File: src/verilog/dual_adc_pkg.sv
// Shared constants for the dual converter digital control and readout block.
package dual_adc_pkg;
  localparam int          RESULT_WIDTH   = 14;
  localparam int          MSB_POS        = 13;
  localparam int          CLK_FREQ_MHZ   = 25;
  localparam int          CONV_HS_NS     = 5200;
  localparam int          CONV_SLEEP_NS  = 10000;
  localparam int          CONV_HS_CYC    = (CONV_HS_NS * CLK_FREQ_MHZ + 999) / 1000;
  localparam int          CONV_SLEEP_CYC = (CONV_SLEEP_NS * CLK_FREQ_MHZ + 999) / 1000;
  localparam int          CNT_WIDTH      = 9;
  localparam int          FIFO_DEPTH     = 4;
  localparam logic [13:0] RESULT_RESET   = 14'h0000;
  localparam logic [13:0] SIGN_FLIP      = 14'h2000;
endpackage

File: src/verilog/result_fifo.sv
// Small flip-flop FIFO holding conversion results until the host reads them.
`timescale 1ns/10ps
`default_nettype none
module result_fifo #(
  parameter int WIDTH = 14,
  parameter int DEPTH = 4
) (
  input  wire logic             clk_sys_i,  // System clock.
  input  wire logic             nrst_i,     // Asynchronous reset, active low.
  input  wire logic             clk_en_i,   // Clock enable.
  input  wire logic             flush_i,    // Discard all entries.
  input  wire logic [WIDTH-1:0] in_data_i,  // Write data.
  input  wire logic             in_valid_i, // Write request.
  output logic                  in_ready_o, // Not full.
  output logic      [WIDTH-1:0] out_data_o, // Head entry.
  output logic                  out_valid_o,// Not empty.
  input  wire logic             out_ready_i // Pop head.
);
  localparam int AW = (DEPTH > 1) ? $clog2(DEPTH) : 1;
  initial begin
    if (DEPTH < 2 || (DEPTH & (DEPTH - 1)) != 0 || WIDTH < 1) begin
      $error("result_fifo needs a power-of-two depth of at least 2");
    end
  end
  typedef struct packed {
    logic [DEPTH-1:0][WIDTH-1:0] mem;
    logic [AW-1:0]               wr;
    logic [AW-1:0]               rd;
    logic [AW:0]                 count;
  } fifo_state_t;
  fifo_state_t st;
  fifo_state_t next_st;
  logic        push;
  logic        pop;
  always_comb begin
    next_st = st;
    pop     = out_ready_i && (st.count != '0);
    push    = in_valid_i && (st.count != (AW+1)'(DEPTH));
    if (flush_i) begin
      next_st.wr    = '0;
      next_st.rd    = '0;
      next_st.count = '0;
    end else begin
      if (push) begin
        next_st.mem[st.wr] = in_data_i;
        next_st.wr         = st.wr + 1'b1;
      end
      if (pop) begin
        next_st.rd = st.rd + 1'b1;
      end
      next_st.count = st.count + (AW+1)'(push) - (AW+1)'(pop);
    end
  end
  always_ff @(posedge clk_sys_i or negedge nrst_i) begin
    if (!nrst_i) begin
      st <= '0;
    end else if (clk_en_i) begin
      st <= next_st;
    end
  end
  assign in_ready_o  = (st.count != (AW+1)'(DEPTH));
  assign out_valid_o = (st.count != '0);
  assign out_data_o  = st.mem[st.rd];
endmodule
`default_nettype wire

File: src/verilog/dual_adc_readout.sv
// Digital control and parallel readout of a dual simultaneous-sampling converter.
// Function
// - A falling convert-start edge holds both track/holds and starts both conversions.
// - Pair select caught at the start edge picks pair A when low and pair B when high.
// - The data interface answers only while chip select is low.
// - Read strobe low with chip select low enables the outputs with one result.
// - Busy rises on the start edge and falls when the conversion is done.
// - Results leave on a 14-bit three-state bus, bit 13 the MSB, released when not read.
// - Bipolar variants give twos complement, the unipolar variant straight binary.
// - The first read after a conversion gives input 1, the second input 2.
// - Conversion lasts 5.2 us in high sampling mode and 10 us in auto sleep mode.
`timescale 1ns/10ps
`default_nettype none
module dual_adc_readout #(
  parameter int CONV_HS_CYC    = dual_adc_pkg::CONV_HS_CYC,
  parameter int CONV_SLEEP_CYC = dual_adc_pkg::CONV_SLEEP_CYC
) (
  input  wire logic        clk_sys_i,        // System clock, 25 MHz.
  input  wire logic        nrst_i,           // Asynchronous reset, active low.
  input  wire logic        clk_en_i,         // Freezes all state while low.
  input  wire logic        convert_start_n_i,// Convert start pin, active low.
  input  wire logic        pair_select_i,    // Pair select pin.
  input  wire logic        cs_n_i,           // Chip select pin, active low.
  input  wire logic        rd_n_i,           // Read strobe pin, active low.
  input  wire logic        auto_sleep_i,     // High selects auto sleep mode.
  input  wire logic        unipolar_i,       // High selects straight binary coding.
  input  wire logic [13:0] pair_a_input_1_i, // Digitised sample of pair A input 1.
  input  wire logic [13:0] pair_a_input_2_i, // Digitised sample of pair A input 2.
  input  wire logic [13:0] pair_b_input_1_i, // Digitised sample of pair B input 1.
  input  wire logic [13:0] pair_b_input_2_i, // Digitised sample of pair B input 2.
  output logic             hold_o,           // Track/holds in hold.
  output logic             busy_o,           // Conversion in progress.
  output logic [13:0]      result_bus_o,     // Result bus drive value.
  output logic [13:0]      result_bus_oe_o   // Result bus enables, high while driven.
);
  localparam int CW = dual_adc_pkg::CNT_WIDTH + 1;
  // ---------------------------------------------------------------
  // Parameter checks
  // ---------------------------------------------------------------
  // The sequencer spends two cycles queueing results, so a count below two
  // would underflow the down counter.
  initial begin
    if (CONV_HS_CYC < 2 || CONV_SLEEP_CYC < 2) begin
      $error("dual_adc_readout conversion counts must be at least two");
    end
    if (CONV_HS_CYC >= (1 << CW) || CONV_SLEEP_CYC >= (1 << CW)) begin
      $error("dual_adc_readout conversion counts do not fit the counter");
    end
    if (dual_adc_pkg::RESULT_WIDTH != $bits(result_bus_o)) begin
      $error("dual_adc_readout result width does not match the bus");
    end
    if (dual_adc_pkg::MSB_POS != dual_adc_pkg::RESULT_WIDTH - 1) begin
      $error("dual_adc_readout sign bit is not the top bit");
    end
    if (dual_adc_pkg::FIFO_DEPTH < 2) begin
      $error("dual_adc_readout queue cannot hold both results");
    end
  end
  // ---------------------------------------------------------------
  // State
  // ---------------------------------------------------------------
  // IDLE waits for a start edge, CONV counts the conversion down, and LOAD2
  // queues the second result before busy drops. The fourth code is unused.
  typedef enum logic [1:0] {
    IDLE  = 2'b00,
    CONV  = 2'b01,
    LOAD2 = 2'b10
  } phase_t;
  // All state sits in one word so that the clock enable freezes it as a whole.
  typedef struct packed {
    phase_t        phase;
    logic [1:0]    cs_sync;
    logic [1:0]    rd_sync;
    logic [2:0]    cv_sync;
    logic [1:0]    ps_sync;
    logic          pair_b;
    logic [CW-1:0] count;
    logic [13:0]   in1;
    logic [13:0]   in2;
    logic          hold;
    logic          busy;
    logic          reading;
    logic [13:0]   bus;
    logic [13:0]   oe;
  } ctl_state_t;
  ctl_state_t    st;
  ctl_state_t    next_st;
  logic          start_edge;
  logic          read_active;
  logic          read_fall;
  logic          read_end;
  logic [13:0]   push_data;
  logic          push_valid;
  logic          push_ready;
  logic [13:0]   head_data;
  logic          head_valid;
  logic [13:0]   code;
  // ---------------------------------------------------------------
  // Result queue
  // ---------------------------------------------------------------
  // Both results of a conversion wait here so the host may read them at its
  // own pace; a start edge flushes the queue, which also resets the read order.
  result_fifo #(
    .WIDTH (dual_adc_pkg::RESULT_WIDTH),
    .DEPTH (dual_adc_pkg::FIFO_DEPTH)
  ) u_fifo (
    .clk_sys_i   (clk_sys_i),
    .nrst_i      (nrst_i),
    .clk_en_i    (clk_en_i),
    .flush_i     (start_edge),
    .in_data_i   (push_data),
    .in_valid_i  (push_valid),
    .in_ready_o  (push_ready),
    .out_data_o  (head_data),
    .out_valid_o (head_valid),
    .out_ready_i (read_end)
  );
  // ---------------------------------------------------------------
  // Next state
  // ---------------------------------------------------------------
  always_comb begin
    next_st     = st;
    // -------------------------------------------------------------
    // Pin synchronisers
    // -------------------------------------------------------------
    // Only the second stage of each chain, and the third start stage, is decoded; the first may be metastable.
    next_st.cs_sync = {st.cs_sync[0], cs_n_i};
    next_st.rd_sync = {st.rd_sync[0], rd_n_i};
    next_st.cv_sync = {st.cv_sync[1:0], convert_start_n_i};
    next_st.ps_sync = {st.ps_sync[0], pair_select_i};
    // The third start stage only remembers the last settled level for the edge test.
    start_edge  = st.cv_sync[2] && !st.cv_sync[1];
    // -------------------------------------------------------------
    // Read strobe decode
    // -------------------------------------------------------------
    // A strobe with chip select high is ignored, and neither loads nor pops.
    read_active = !st.cs_sync[1] && !st.rd_sync[1];
    read_fall   = read_active && !st.reading;
    // The queue advances at the end of a read, so a long strobe still sees one word.
    read_end    = st.reading && !read_active && head_valid;
    push_valid  = 1'b0;
    push_data   = st.in1;
    code        = dual_adc_pkg::RESULT_RESET;
    next_st.reading = read_active;
    // -------------------------------------------------------------
    // Conversion sequencer
    // -------------------------------------------------------------
    unique case (st.phase)
      IDLE: begin
      end
      CONV: begin
        if (st.count == '0) begin
          push_valid = 1'b1;
          push_data  = st.in1;
          if (push_ready) begin
            next_st.phase = LOAD2;
          end
        end else begin
          next_st.count = st.count - CW'(1);
        end
      end
      LOAD2: begin
        push_valid = 1'b1;
        push_data  = st.in2;
        if (push_ready) begin
          next_st.phase = IDLE;
          next_st.busy  = 1'b0;
          next_st.hold  = 1'b0;
        end
      end
      default: begin
        // An upset code falls back to idle rather than locking busy high.
        next_st.phase = IDLE;
        next_st.busy  = 1'b0;
        next_st.hold  = 1'b0;
      end
    endcase
    // -------------------------------------------------------------
    // Start edge
    // -------------------------------------------------------------
    // A start edge wins over the end of a running conversion, so no restart is lost.
    if (start_edge) begin
      next_st.phase  = CONV;
      next_st.hold   = 1'b1;
      next_st.busy   = 1'b1;
      next_st.pair_b = st.ps_sync[1];
      next_st.count  = auto_sleep_i ? CW'(CONV_SLEEP_CYC - 2) : CW'(CONV_HS_CYC - 2);
      // Sampling both inputs in the same cycle keeps their relative phase.
      next_st.in1 = st.ps_sync[1] ? pair_b_input_1_i : pair_a_input_1_i;
      next_st.in2 = st.ps_sync[1] ? pair_b_input_2_i : pair_a_input_2_i;
      // The FIFO flush doubles as the read-order reset.
    end
    // -------------------------------------------------------------
    // Read port
    // -------------------------------------------------------------
    // Bipolar codes arrive offset binary; flipping the sign bit gives twos complement.
    code = unipolar_i ? head_data : (head_data ^ dual_adc_pkg::SIGN_FLIP);
    // A read with nothing converted returns the last word; this keeps the bus defined.
    if (read_fall && head_valid) begin
      next_st.bus = code;
    end
    next_st.oe = read_active ? 14'h3FFF : 14'h0000;
  end
  // ---------------------------------------------------------------
  // Registers
  // ---------------------------------------------------------------
  always_ff @(posedge clk_sys_i or negedge nrst_i) begin
    if (!nrst_i) begin
      st         <= '0;
      st.phase   <= IDLE;
      // The chip select, read and start chains start at the idle high level so that release shows no false edge.
      st.cs_sync <= 2'h3;
      st.rd_sync <= 2'h3;
      st.cv_sync <= 3'h7;
    end else if (clk_en_i) begin
      st <= next_st;
    end
  end
  // ---------------------------------------------------------------
  // Outputs
  // ---------------------------------------------------------------
  // Every output is a state bit, so nothing combinational reaches a pin.
  assign hold_o          = st.hold;
  assign busy_o          = st.busy;
  assign result_bus_o    = st.bus;
  assign result_bus_oe_o = st.oe;
endmodule
`default_nettype wire

File: config.mk
export PLATFORM = sky130hd
export DESIGN_NAME = dual_adc_readout
export DESIGN_NICKNAME = d
export VERILOG_FILES = /design/src/verilog/dual_adc_pkg.sv /design/src/verilog/result_fifo.sv /design/src/verilog/dual_adc_readout.sv
export SDC_FILE = /design/constraint.sdc
export NUM_CORES = 1
export LEC_CHECK = 0
export BUFFER_PORTS_ARGS = -buffer_cell sky130_fd_sc_hd__buf_4
export CAP_MARGIN = 20
export CORE_MARGIN = 8
export CORE_UTILIZATION = 60
export CTS_CLUSTER_SIZE = 25
export DETAILED_ROUTE_END_ITERATION = 12
export PLACE_DENSITY = 0.92
export SYNTH_ARGS = -nofsm -noshare
export SYNTH_HDL_FRONTEND = slang
export SYNTH_SLANG_ARGS = --single-unit
File: constraint.sdc
create_clock -name clk_sys_i -period 3.8 [get_ports clk_sys_i]
set_input_delay 0.38 -clock clk_sys_i [delete_from_list [all_inputs] [get_ports clk_sys_i]]
set_output_delay 0.38 -clock clk_sys_i [all_outputs]
set_load 0.005 [all_outputs]
==> out/qor.yml, run 1 <==
outcome:
  run_status: "completed"
clock_tree:
  cts_tree: "done"
  post_cts_hold_buffer_count: 0
  post_cts.resized_instances: 0
  clkSinkCount: 128
  cts-root-to-sink-buffers: 2
  ctsRootBufferMaster: "sky130_fd_sc_hd__clkbuf_8"
  cts_post_setup_buffers_inserted: 0
  cts_buffer_count: 17
  clkLatencyLatePin_ns: 0.54
  ctsHtreeMaxLevel: 4
  cts.reportedPaths.clkPinSlew_ns: 0.06
drt:
  detail-route-antenna-nets: 0
  routed-via-count: 4400
  drt_wl_total_um: 13900
  average_wire_per_cell_in_the_routed_design_um: 18.9
  route.detailed.vias_per_inst: 5.99
  drt_iter0_drc: 249
  drt_first_pass_iters: 5
  route.detailed.drc: 0
finish:
  finish.instance_area_um2: 7380
  fin_util_pct: 72.2
  final_cell_count_no_fill: 734
  layout-drive-gt1-share_pct: 30.8
  diodes: 0
  area_occupied_by_multi_input_gates_um2: 2570
  final_net_count: 661
  flow.area_growth_from_synthesis_pct: 18.0
  final.fill_count: 638
  sequential_cell_area_um2: 3210
worst_setup_path:
  crit-reg2reg-capture: "u_fifo.st[2]$_DFFE_PN0P_"
  critical-path-slowest-cell: "sky130_fd_sc_hd__dfrtp_1"
  critical_path.max_stage_delay_ns: 0.43
  worstSetupStartpoint: "st[59]$_DFFE_PN0P_"
  path_common_cell: "sky130_fd_sc_hd__ha_1"
  reg2reg_from: "st[59]$_DFFE_PN0P_"
  cp.required_ns: 4.21
  cp_data_arrival_time_ns: 3.24
  reg2reg_depth: 11
  ff2ff_setup_slack_ns: 0.97
  critPathMaxFanout: 12
  startpoint_type: "register"
  setup.worst_path.end_class: "register"
  path_class: "reg2reg"
  worst_setup_path_endpoint: "u_fifo.st[2]$_DFFE_PN0P_"
  cp_cell_instances: "inv_1 > ha_1 > nor3b_2 > and3_1 > a41o_1 > ha_1 > fa_1 > xor2_1 > nor3_1 > a21oi_1 > o2bb2ai_1"
global_route:
  first_global_vias: 4636
  antenna_found_initial: 0
  grt_max_degree: 84
  groute.usage.overall_pct: 20.6
  gr-total-overflow: 0
  global_route_wire_length_before_repair_um: 23100
timing:
  timing_worst_slew_pin_value_ns: 1.02
  timing.final.crit_share_pct: 74.4
  slew_viol_final: 0
  hold_slack_ns: 0.0742
  max_slew_margin_pct: 31.9
  final_hold_viol_count: 0
  period_needed_ns: 2.83
  maxClockFrequency_ghz: 0.354
  finalClockSkew_ns: 0.0118
  rsz0062_at_grt: "no"
  setup_viol: 0
  setup_tns_final_ns: 0
  layout_setup_ws_ns: 0.971
logic_synthesis:
  syn_area_um2: 6250
  syn-mean-instance-area_um2: 11.8
  leading_post_synthesis_cells_by_cell_area: "sky130_fd_sc_hd__dfrtp_1 48%, sky130_fd_sc_hd__o22a_1 8.3%, sky130_fd_sc_hd__mux2i_1 6.7%"
  synth_largest_area_cell: "sky130_fd_sc_hd__dfrtp_1"
  yosysWarningCount: 0
  synth_cell_types: 50
  synth-edff-count: 0
  synth.net_count: 606
  synthDominantCellAreaShare_pct: 48.4
  syn-instance-count: 530
  synth_async_sr_flop_share_pct: 100
  number_of_synthesized_register_bits: 128
  seq_area_frac_synth_pct: 51.4
  yosys_most_used_dff: "sky130_fd_sc_hd__dfrtp_1"
power:
  power.density_nw_per_um2: 754
  vdd_drop_max_v: 0.000380
  total_leakage_power_nw: 3.41
  design_power_total_mw: 5.57
place:
  buffer_ports.inserted: 94
  hpwlAfterDp_um: 9230
  gp_congestion: 0.841
  dp_worst_setup_slack_ns: 1.10
  post-place-cells: 700
  dpl-instance-area_um2: 6760
job:
  drv_cap: 0
floorplan:
  core_rows: 37
  die-area_um2: 13900
  die_w_um: 118
  vert_die_dim_um: 118
  core_um2: 10200
  initial_core_util_pct: 61.1
  boundaryPins: 95
min_path:
  hold_class: "in2reg"
how the worst min path moves through the flow:
stage | from | to | cells past startpoint | slack (ns)
after floorplan | nrst_i | hold_o$_DFFE_PN0P_ | 0 | 0.08
after global placement | st[51]$_DFFE_PN0P_ | st[51]$_DFFE_PN0P_ | 2 | 0.46
after detailed placement | st[58]$_DFFE_PN0P_ | st[58]$_DFFE_PN0P_ | 2 | 0.47
after CTS | nrst_i | st[63]$_DFFE_PN0P_ | 1 | 0.06
after global routing | cs_n_i | next_st[78]$_DFFE_PN1P_ | 2 | 0.07
final | pair_select_i | next_st[71]$_DFFE_PN0P_ | 2 | 0.07
metal layers:
layer / share of wire (%) / track usage [%] / vias to the layer above
met5: 0 / 0 / -
met4: 2.0 / 9.05 / 0
met3: 7.1 / 7.00 / 31
met2: 49 / 33.1 / 186
met1: 42 / 24.7 / 2180
li1: - / - / 2003
power breakdown:
part           leakage (nW)  internal [mW]  switching, mW
clock                 0.282           1.00          0.587
sequential             1.62           1.87          0.414
combinational          1.51          0.938          0.749
state kept, by name (all words and copies together), names as in the netlist:
name / cells
next_st: 5
st: 44
u_fifo.st: 63
result_bus_o: 14
hold_o: 1
result_bus_oe_o: 1
cells in the final DEF, fill, tap and decap left out, types with 3 or more instances in the layout:
cell / instances
sky130_fd_sc_hd__clkbuf_1: 3
sky130_fd_sc_hd__buf_4: 99
sky130_fd_sc_hd__o21ai_0: 42
sky130_fd_sc_hd__mux4_2: 14
sky130_fd_sc_hd__dfrtp_1: 121
sky130_fd_sc_hd__a21oi_1: 5
sky130_fd_sc_hd__nand3_1: 6
sky130_fd_sc_hd__clkbuf_8: 5
sky130_fd_sc_hd__ha_1: 10
sky130_fd_sc_hd__mux2i_1: 42
sky130_fd_sc_hd__inv_1: 13
sky130_fd_sc_hd__clkbuf_16: 16
sky130_fd_sc_hd__and3_1: 3
sky130_fd_sc_hd__nor2_1: 14
sky130_fd_sc_hd__nand2_1: 61
sky130_fd_sc_hd__nor3_1: 3
sky130_fd_sc_hd__nor4_1: 4
sky130_fd_sc_hd__o22a_1: 59
sky130_fd_sc_hd__xor2_1: 3
sky130_fd_sc_hd__mux2_2: 23
sky130_fd_sc_hd__and3_4: 3
sky130_fd_sc_hd__a31oi_1: 3
sky130_fd_sc_hd__dfstp_2: 7
critical path, delay by kind of cell (launching register included):
family,cells,cell delay [ns]
AND/OR/NAND/NOR,3,0.69
adder cells (fa/ha/maj),3,0.68
AO/OA/AOI/OAI,3,0.62
flip-flops,1,0.43
XOR/XNOR,1,0.20
buffers and inverters,1,0.09
logic make-up after synthesis:
family,Yosys count,share of synthesized area [%]
flops,128,51.4
compound gates,123,14.2
simple gates,106,8.02
buf+inv,79,7.60
mux,79,15.9
fa+ha+maj,11,2.32
xor+xnor,4,0.560
area by class of cell:
type | instances | area share [%]
inverters | 13 | 0.661
well taps | 136 | 2.31
multi-input cells | 323 | 34.8
flip-flops and latches | 128 | 43.5
repair buffers | 102 | 10.8
clock inverters | 8 | 1.39
clock buffers | 24 | 6.51
synth_stat cells, types with 2 or more instances:
library cell and number:
sky130_fd_sc_hd__nand2_1 61, sky130_fd_sc_hd__xor2_1 3, sky130_fd_sc_hd__mux2_2 23, sky130_fd_sc_hd__inv_1 13
sky130_fd_sc_hd__and3_1 3, sky130_fd_sc_hd__and3_4 3, sky130_fd_sc_hd__mux4_2 14, sky130_fd_sc_hd__clkbuf_1 20
sky130_fd_sc_hd__nor3_1 3, sky130_fd_sc_hd__dfstp_2 7, sky130_fd_sc_hd__a21oi_1 5, sky130_fd_sc_hd__a41o_1 2
sky130_fd_sc_hd__a31oi_1 3, sky130_fd_sc_hd__nor2_1 14, sky130_fd_sc_hd__nand2b_1 2, sky130_fd_sc_hd__nor4_1 4
sky130_fd_sc_hd__o22a_1 59, sky130_fd_sc_hd__dfrtp_1 121, sky130_fd_sc_hd__nand3_1 6, sky130_fd_sc_hd__buf_4 32
sky130_fd_sc_hd__o21ai_0 42, sky130_fd_sc_hd__buf_2 7, sky130_fd_sc_hd__a41oi_1 2, sky130_fd_sc_hd__ha_1 10
sky130_fd_sc_hd__mux2i_1 42, sky130_fd_sc_hd__buf_8 2, sky130_fd_sc_hd__o31ai_1 2, sky130_fd_sc_hd__buf_6 3
No activity file was read; power rests on OpenSTA's default activity.
==> run 2: changes to the inputs <==
--- a/config.mk
+++ b/config.mk
@@ -8,10 +8,10 @@
 export BUFFER_PORTS_ARGS = -buffer_cell sky130_fd_sc_hd__buf_4
 export CAP_MARGIN = 20
 export CORE_MARGIN = 8
-export CORE_UTILIZATION = 60
+export CORE_UTILIZATION = 57
 export CTS_CLUSTER_SIZE = 25
 export DETAILED_ROUTE_END_ITERATION = 12
-export PLACE_DENSITY = 0.92
+export PLACE_DENSITY = 0.88
 export SYNTH_ARGS = -nofsm -noshare
 export SYNTH_HDL_FRONTEND = slang
 export SYNTH_SLANG_ARGS = --single-unit
==> constraint.sdc (replaced) <==
create_clock -name clk_sys_i -period 2.8 [get_ports clk_sys_i]
set_input_delay 0.28 -clock clk_sys_i [delete_from_list [all_inputs] [get_ports clk_sys_i]]
set_output_delay 0.28 -clock clk_sys_i [all_outputs]
set_load 0.005 [all_outputs]
==> out/qor.yml, run 2 (synthesis results as in run 1) <==
timing:
  rsz0062_at_grt: "no"
  timing.final.crit_share_pct: 94.8
  hold_slack_ns: 0.0387
  setup_viol: 0
  finalClockSkew_ns: 0.00717
  maxClockFrequency_ghz: 0.377
  period_needed_ns: 2.65
  layout_setup_ws_ns: 0.146
  slew_viol_final: 0
  setup_tns_final_ns: 0
  max_slew_margin_pct: 40.5
  final_hold_viol_count: 0
  timing_worst_slew_pin_value_ns: 0.893
floorplan:
  core_um2: 10800
  die-area_um2: 14600
  die_w_um: 121
  core_rows: 38
  vert_die_dim_um: 121
  initial_core_util_pct: 58.0
  boundaryPins: 95
global_route:
  gr-total-overflow: 0
  groute.usage.overall_pct: 20.4
  antenna_found_initial: 0
  global_route_wire_length_before_repair_um: 23800
  first_global_vias: 4842
  grt_max_degree: 74
finish:
  largest_reg_flops: 63
  area_occupied_by_multi_input_gates_um2: 2570
  fin_util_pct: 69.2
  flow.area_growth_from_synthesis_pct: 19.4
  final_common_cell: "sky130_fd_sc_hd__dfrtp_1"
  registers.top_by_ff_count: "u_fifo.st"
  most-common-layout-cells: "121 x sky130_fd_sc_hd__dfrtp_1, 110 x sky130_fd_sc_hd__buf_4, 61 x sky130_fd_sc_hd__nand2_1"
  final.fill_count: 719
  layout-drive-gt1-share_pct: 31.8
  final_net_count: 674
  sequential_cell_area_um2: 3210
  diodes: 0
worst_setup_path:
  ff2ff_setup_slack_ns: 0.15
  critical-path-slowest-cell: "sky130_fd_sc_hd__or3_2"
  cp.required_ns: 3.20
  startpoint_type: "register"
  path_class: "reg2reg"
  cp_cell_instances: "or3_2 > and3b_2 > ha_1 > inv_1 > ha_1 > fa_2 > xor2_1 > nor3_1 > a21oi_1 > o2bb2ai_1"
  cp_data_arrival_time_ns: 3.06
  reg2reg_depth: 10
  setup.worst_path.end_class: "register"
  path_common_cell: "sky130_fd_sc_hd__ha_1"
  critical_path.max_stage_delay_ns: 0.50
  critPathMaxFanout: 4
clock_tree:
  ctsHtreeMaxLevel: 4
  ctsRootBufferMaster: "sky130_fd_sc_hd__clkbuf_8"
  cts-root-to-sink-buffers: 2
  cts_buffer_count: 17
  cts.reportedPaths.clkPinSlew_ns: 0.06
  clkLatencyLatePin_ns: 0.53
  cts_tree: "done"
  clkSinkCount: 128
drt:
  drt_first_pass_iters: 5
  detail-route-antenna-nets: 0
  routed-via-count: 4470
  route.detailed.vias_per_inst: 5.96
  average_wire_per_cell_in_the_routed_design_um: 18.9
  drt_wl_total_um: 14200
  route.detailed.drc: 0
  drt_iter0_drc: 367
place:
  hpwlAfterDp_um: 9510
  gp_congestion: 0.829
  dp_worst_setup_slack_ns: 0.117
  buffer_ports.inserted: 94
job:
  drv_cap: 0
outcome:
  run_status: "completed"
power:
  total_leakage_power_nw: 3.46
  power.density_nw_per_um2: 1020
  vdd_drop_max_v: 0.000441
  design_power_total_mw: 7.60
min_path:
  hold_class: "in2reg"
  hold_depth: 3
run 2: cell types whose count changed in the layout (fill, tap and decap cells not counted):
cell,change
sky130_fd_sc_hd__buf_12,-1
sky130_fd_sc_hd__clkinvlp_4,-1
sky130_fd_sc_hd__dlygate4sd3_1,+4
sky130_fd_sc_hd__fa_2,+1
sky130_fd_sc_hd__inv_6,-1
sky130_fd_sc_hd__fa_1,-1
sky130_fd_sc_hd__clkbuf_8,-2
sky130_fd_sc_hd__bufinv_16,+1
sky130_fd_sc_hd__clkinv_4,+2
sky130_fd_sc_hd__buf_4,+11
sky130_fd_sc_hd__and3b_2,+1
sky130_fd_sc_hd__buf_16,-1
sky130_fd_sc_hd__and3b_1,-1
run 2: area by class of cell:
class	count	area share [%]
Sequential cell	128	43.0
Multi-Input combinational cell	323	34.4
Timing Repair Buffer	115	11.7
Clock buffer	22	6.06
Tap cell	140	2.35
Clock inverter	9	1.79
Inverter	13	0.653
run 2: timing repair:
item	CTS	global route
setup endpoints to repair	0	1
hold buffers	5	0
setup buffers	0	3
gates resized for setup	0	2
endpoints found under the hold margin	66	0
run 2: worst paths after layout:
path                                                endpoint                          from
worst max-delay path                u_fifo.st[2]$_DFFE_PN0P_      u_fifo.st[1]$_DFFE_PN0P_
min in group asynchronous                 st[63]$_DFFE_PN0P_                        nrst_i
worst min register to register  result_bus_o[13]$_DFFE_PN0P_  result_bus_o[13]$_DFFE_PN0P_
worst min-delay path                      st[56]$_DFFE_PN0P_          pair_a_input_1_i[11]
max in group asynchronous          u_fifo.st[39]$_DFFE_PN0P_                        nrst_i
worst max register to register      u_fifo.st[2]$_DFFE_PN0P_      u_fifo.st[1]$_DFFE_PN0P_
run 2: per-layer routing:
metal | up-vias | part of all wire, % | global-route usage, %
li1 | 2037 | - | -
met1 | 2206 | 43 | 25.7
met2 | 201 | 49 | 32.4
met3 | 26 | 6.9 | 6.11
met4 | 0 | 1.6 | 8.04
met5 | - | 0 | 0
run 2: through the flow:
stage               std cells  cell area [um2]
floorplan                 530             6250
global placement          711             6810
detailed placement        711             6810
CTS                       747             7440
global route              750             7470
finish                    750             7470
run 2: power breakdown:
group	internal, mW	switching, mW
Combinational	1.31	1.09
Clock	1.40	0.775
Sequential	2.54	0.481
Total	5.25	2.35
run 2: critical path, delay by kind of cell (launching register included):
family                     cells  cell delay [ns]
buffers and inverters          1             0.05
and+or+nand+nor                3             0.83
DFF                            1             0.39
adders and majority gates      3             0.86
AOI/OAI and AO/OA              2             0.21
xor gates and xnor gates       1             0.21
==> run 3: changes to the inputs <==
--- a/config.mk
+++ b/config.mk
@@ -5,13 +5,14 @@
 export SDC_FILE = /design/constraint.sdc
 export NUM_CORES = 1
 export LEC_CHECK = 0
+export ABC_AREA = 1
 export BUFFER_PORTS_ARGS = -buffer_cell sky130_fd_sc_hd__buf_4
 export CAP_MARGIN = 20
 export CORE_MARGIN = 8
-export CORE_UTILIZATION = 57
+export CORE_UTILIZATION = 58
 export CTS_CLUSTER_SIZE = 25
 export DETAILED_ROUTE_END_ITERATION = 12
-export PLACE_DENSITY = 0.88
+export PLACE_DENSITY = 0.89
 export SYNTH_ARGS = -nofsm -noshare
 export SYNTH_HDL_FRONTEND = slang
 export SYNTH_SLANG_ARGS = --single-unit
==> out/qor.yml, run 3 <==
outcome:
  run_status: "completed"
finish:
  final_common_cell: "sky130_fd_sc_hd__nand2_1"
  diodes: 0
  fin_util_pct: 69.5
  most-common-layout-cells: "247 x sky130_fd_sc_hd__nand2_1, 136 x sky130_fd_sc_hd__nor2_1, 121 x sky130_fd_sc_hd__dfrtp_1"
  registers.top_by_ff_count: "u_fifo.st"
  final.fill_count: 890
  final_net_count: 947
  sequential_cell_area_um2: 3210
  layout-drive-gt1-share_pct: 18.1
  finish.instance_area_um2: 7790
  area_occupied_by_multi_input_gates_um2: 2800
  flow.area_growth_from_synthesis_pct: 19.0
  final_cell_count_no_fill: 1027
  largest_reg_flops: 63
drt:
  drt_iter0_drc: 680
  route.detailed.vias_per_inst: 5.76
  drt_wl_total_um: 16700
  routed-via-count: 5915
  route.detailed.drc: 0
  detail-route-antenna-nets: 0
  drt_first_pass_iters: 6
  average_wire_per_cell_in_the_routed_design_um: 16.3
logic_synthesis:
  yosys.cell_count.top_type: "sky130_fd_sc_hd__nand2_1"
  synthDominantCellAreaShare_pct: 46.2
  syn-instance-count: 823
  yosysWarningCount: 0
  leading_post_synthesis_cells_by_cell_area: "sky130_fd_sc_hd__dfrtp_1 46%, sky130_fd_sc_hd__nand2_1 14%, sky130_fd_sc_hd__nor2_1 7.8%"
  syn_area_um2: 6550
  synth_largest_area_cell: "sky130_fd_sc_hd__dfrtp_1"
  synth.net_count: 899
  synth-edff-count: 0
  yosys_most_used_dff: "sky130_fd_sc_hd__dfrtp_1"
  syn-mean-instance-area_um2: 7.96
  seq_area_frac_synth_pct: 49.0
  synth_async_sr_flop_share_pct: 100
  number_of_synthesized_register_bits: 128
  synth_commonest_cells: "247 x sky130_fd_sc_hd__nand2_1, 137 x sky130_fd_sc_hd__nor2_1, 121 x sky130_fd_sc_hd__dfrtp_1, 57 x sky130_fd_sc_hd__nand4_1, 45 x sky130_fd_sc_hd__o21ai_0"
  synth_cell_types: 32
global_route:
  first_global_vias: 5762
  groute.usage.overall_pct: 23.3
  grt_max_degree: 63
  gr-total-overflow: 0
  global_route_wire_length_before_repair_um: 28100
  antenna_found_initial: 0
min_path:
  min_delay_worst_endpoint: "next_st[71]$_DFFE_PN0P_"
  hold_path_startpoint: "pair_select_i"
  hold_class: "in2reg"
  hold_depth: 3
power:
  power.density_nw_per_um2: 988
  vdd_drop_max_v: 0.000405
  total_leakage_power_nw: 3.98
  design_power_total_mw: 7.70
worst_setup_path:
  startpoint_type: "register"
  setup.worst_path.end_class: "register"
  ff2ff_setup_slack_ns: 0.47
  path_class: "reg2reg"
  reg2reg_from: "result_bus_oe_o[12]$_DFFE_PN0P_"
  reg2reg_depth: 8
  critPathMaxFanout: 16
  cp.required_ns: 3.09
  cp_data_arrival_time_ns: 2.62
  crit-reg2reg-capture: "u_fifo.st[2]$_DFFE_PN0P_"
place:
  post-place-cells: 994
  buffer_ports.inserted: 94
  gp_congestion: 0.870
  dpl-instance-area_um2: 7130
  dp_worst_setup_slack_ns: 0.498
  hpwlAfterDp_um: 10600
timing:
  period_needed_ns: 2.33
  maxClockFrequency_ghz: 0.430
  finalClockSkew_ns: 0.00574
  hold_slack_ns: 0.0709
  max_slew_margin_pct: 39.6
  timing.final.crit_share_pct: 83.1
  layout_setup_ws_ns: 0.473
  setup_tns_final_ns: 0
  timing_worst_slew_pin_value_ns: 0.904
  slew_viol_final: 0
  final_hold_viol_count: 0
  rsz0062_at_grt: "no"
  setup_viol: 0
floorplan:
  core_rows: 39
  initial_core_util_pct: 58.4
  vert_die_dim_um: 122
  core_um2: 11200
  die_w_um: 122
  die-area_um2: 15000
  boundaryPins: 95
clock_tree:
  cts_buffer_count: 17
  cts_tree: "done"
  cts-root-to-sink-buffers: 2
  cts.reportedPaths.clkPinSlew_ns: 0.06
  clkSinkCount: 128
  ctsRootBufferMaster: "sky130_fd_sc_hd__clkbuf_16"
  ctsHtreeMaxLevel: 4
  cts_post_setup_buffers_inserted: 0
  clkLatencyLatePin_ns: 0.41
job:
  drv_cap: 0
-- run 3: cell count changes in the layout (fill, tap and decap cells not counted), moves of 11 or more --
cell,before,now
sky130_fd_sc_hd__mux4_2,14,0
sky130_fd_sc_hd__mux2_2,23,0
sky130_fd_sc_hd__o31ai_1,2,29
sky130_fd_sc_hd__nand3_1,6,19
sky130_fd_sc_hd__a31oi_1,3,14
sky130_fd_sc_hd__nor2_1,14,136
sky130_fd_sc_hd__mux2i_1,42,0
sky130_fd_sc_hd__inv_1,13,28
sky130_fd_sc_hd__nand4_1,1,57
sky130_fd_sc_hd__o22a_1,59,0
sky130_fd_sc_hd__nand2_1,61,247
-- run 3: report_power, final --
group | leakage (nW) | internal, mW | switching, mW
clock | 0.311 | 1.61 | 0.808
combinational | 2.02 | 0.927 | 1.62
sequential | 1.64 | 2.38 | 0.359
-- run 3: cell families (layout without fill, tap and decap cells) --
group	Yosys count	in the layout	share of synthesized area (%)
AO/OA/AOI/OAI	97	97	9.03
XOR/XNOR	6	6	0.802
adder cells (fa/ha/maj)	11	11	2.22
buffers and inverters	110	171	8.44
flip-flops	128	128	49.0
AND/OR/NAND/NOR	471	471	30.5
-- run 3: worst max-delay path: stages (launching register included) --
cell and delay, ns:
sky130_fd_sc_hd__dfrtp_1 0.61, sky130_fd_sc_hd__inv_1 0.10, sky130_fd_sc_hd__nor3_1 0.37, sky130_fd_sc_hd__ha_1 0.19, sky130_fd_sc_hd__inv_1 0.05, sky130_fd_sc_hd__ha_1 0.20
sky130_fd_sc_hd__fa_1 0.39, sky130_fd_sc_hd__xor2_1 0.19, sky130_fd_sc_hd__o2bb2ai_1 0.12
-- run 3: routing by layer --
| metal | GRT usage [%] | part of all wire [%] | vias up |
|---|---|---|---|
| li1 | - | - | 2785 |
| met1 | 30.9 | 43 | 2788 |
| met2 | 36.0 | 47 | 310 |
| met3 | 6.39 | 8.9 | 32 |
| met4 | 8.45 | 1.8 | 0 |
| met5 | 0 | 0 | - |
-- run 3: how the worst max path moves through the flow --
stage                                          end                            start
after floorplan           u_fifo.st[1]$_DFFE_PN0P_               st[59]$_DFFE_PN0P_
after global placement    u_fifo.st[2]$_DFFE_PN0P_  result_bus_oe_o[12]$_DFFE_PN0P_
after detailed placement  u_fifo.st[2]$_DFFE_PN0P_  result_bus_oe_o[12]$_DFFE_PN0P_
after CTS                 u_fifo.st[2]$_DFFE_PN0P_  result_bus_oe_o[12]$_DFFE_PN0P_
after global routing      u_fifo.st[2]$_DFFE_PN0P_  result_bus_oe_o[12]$_DFFE_PN0P_
final                     u_fifo.st[2]$_DFFE_PN0P_  result_bus_oe_o[12]$_DFFE_PN0P_
-- run 3: timing repair --
item	CTS	global route
endpoints found under the setup margin	0	0
resized for setup	0	0
hold buffers	1	0
hold endpoints to repair	30	0
-- run 3: layout make-up --
type / count / area share (%)
timing repair buffer: 109 / 10.9
inverter: 30 / 1.44
clock buffer: 23 / 6.39
tap: 143 / 2.30
sequential: 128 / 41.2
multi-input combinational: 585 / 35.9
clock inverter: 9 / 1.96
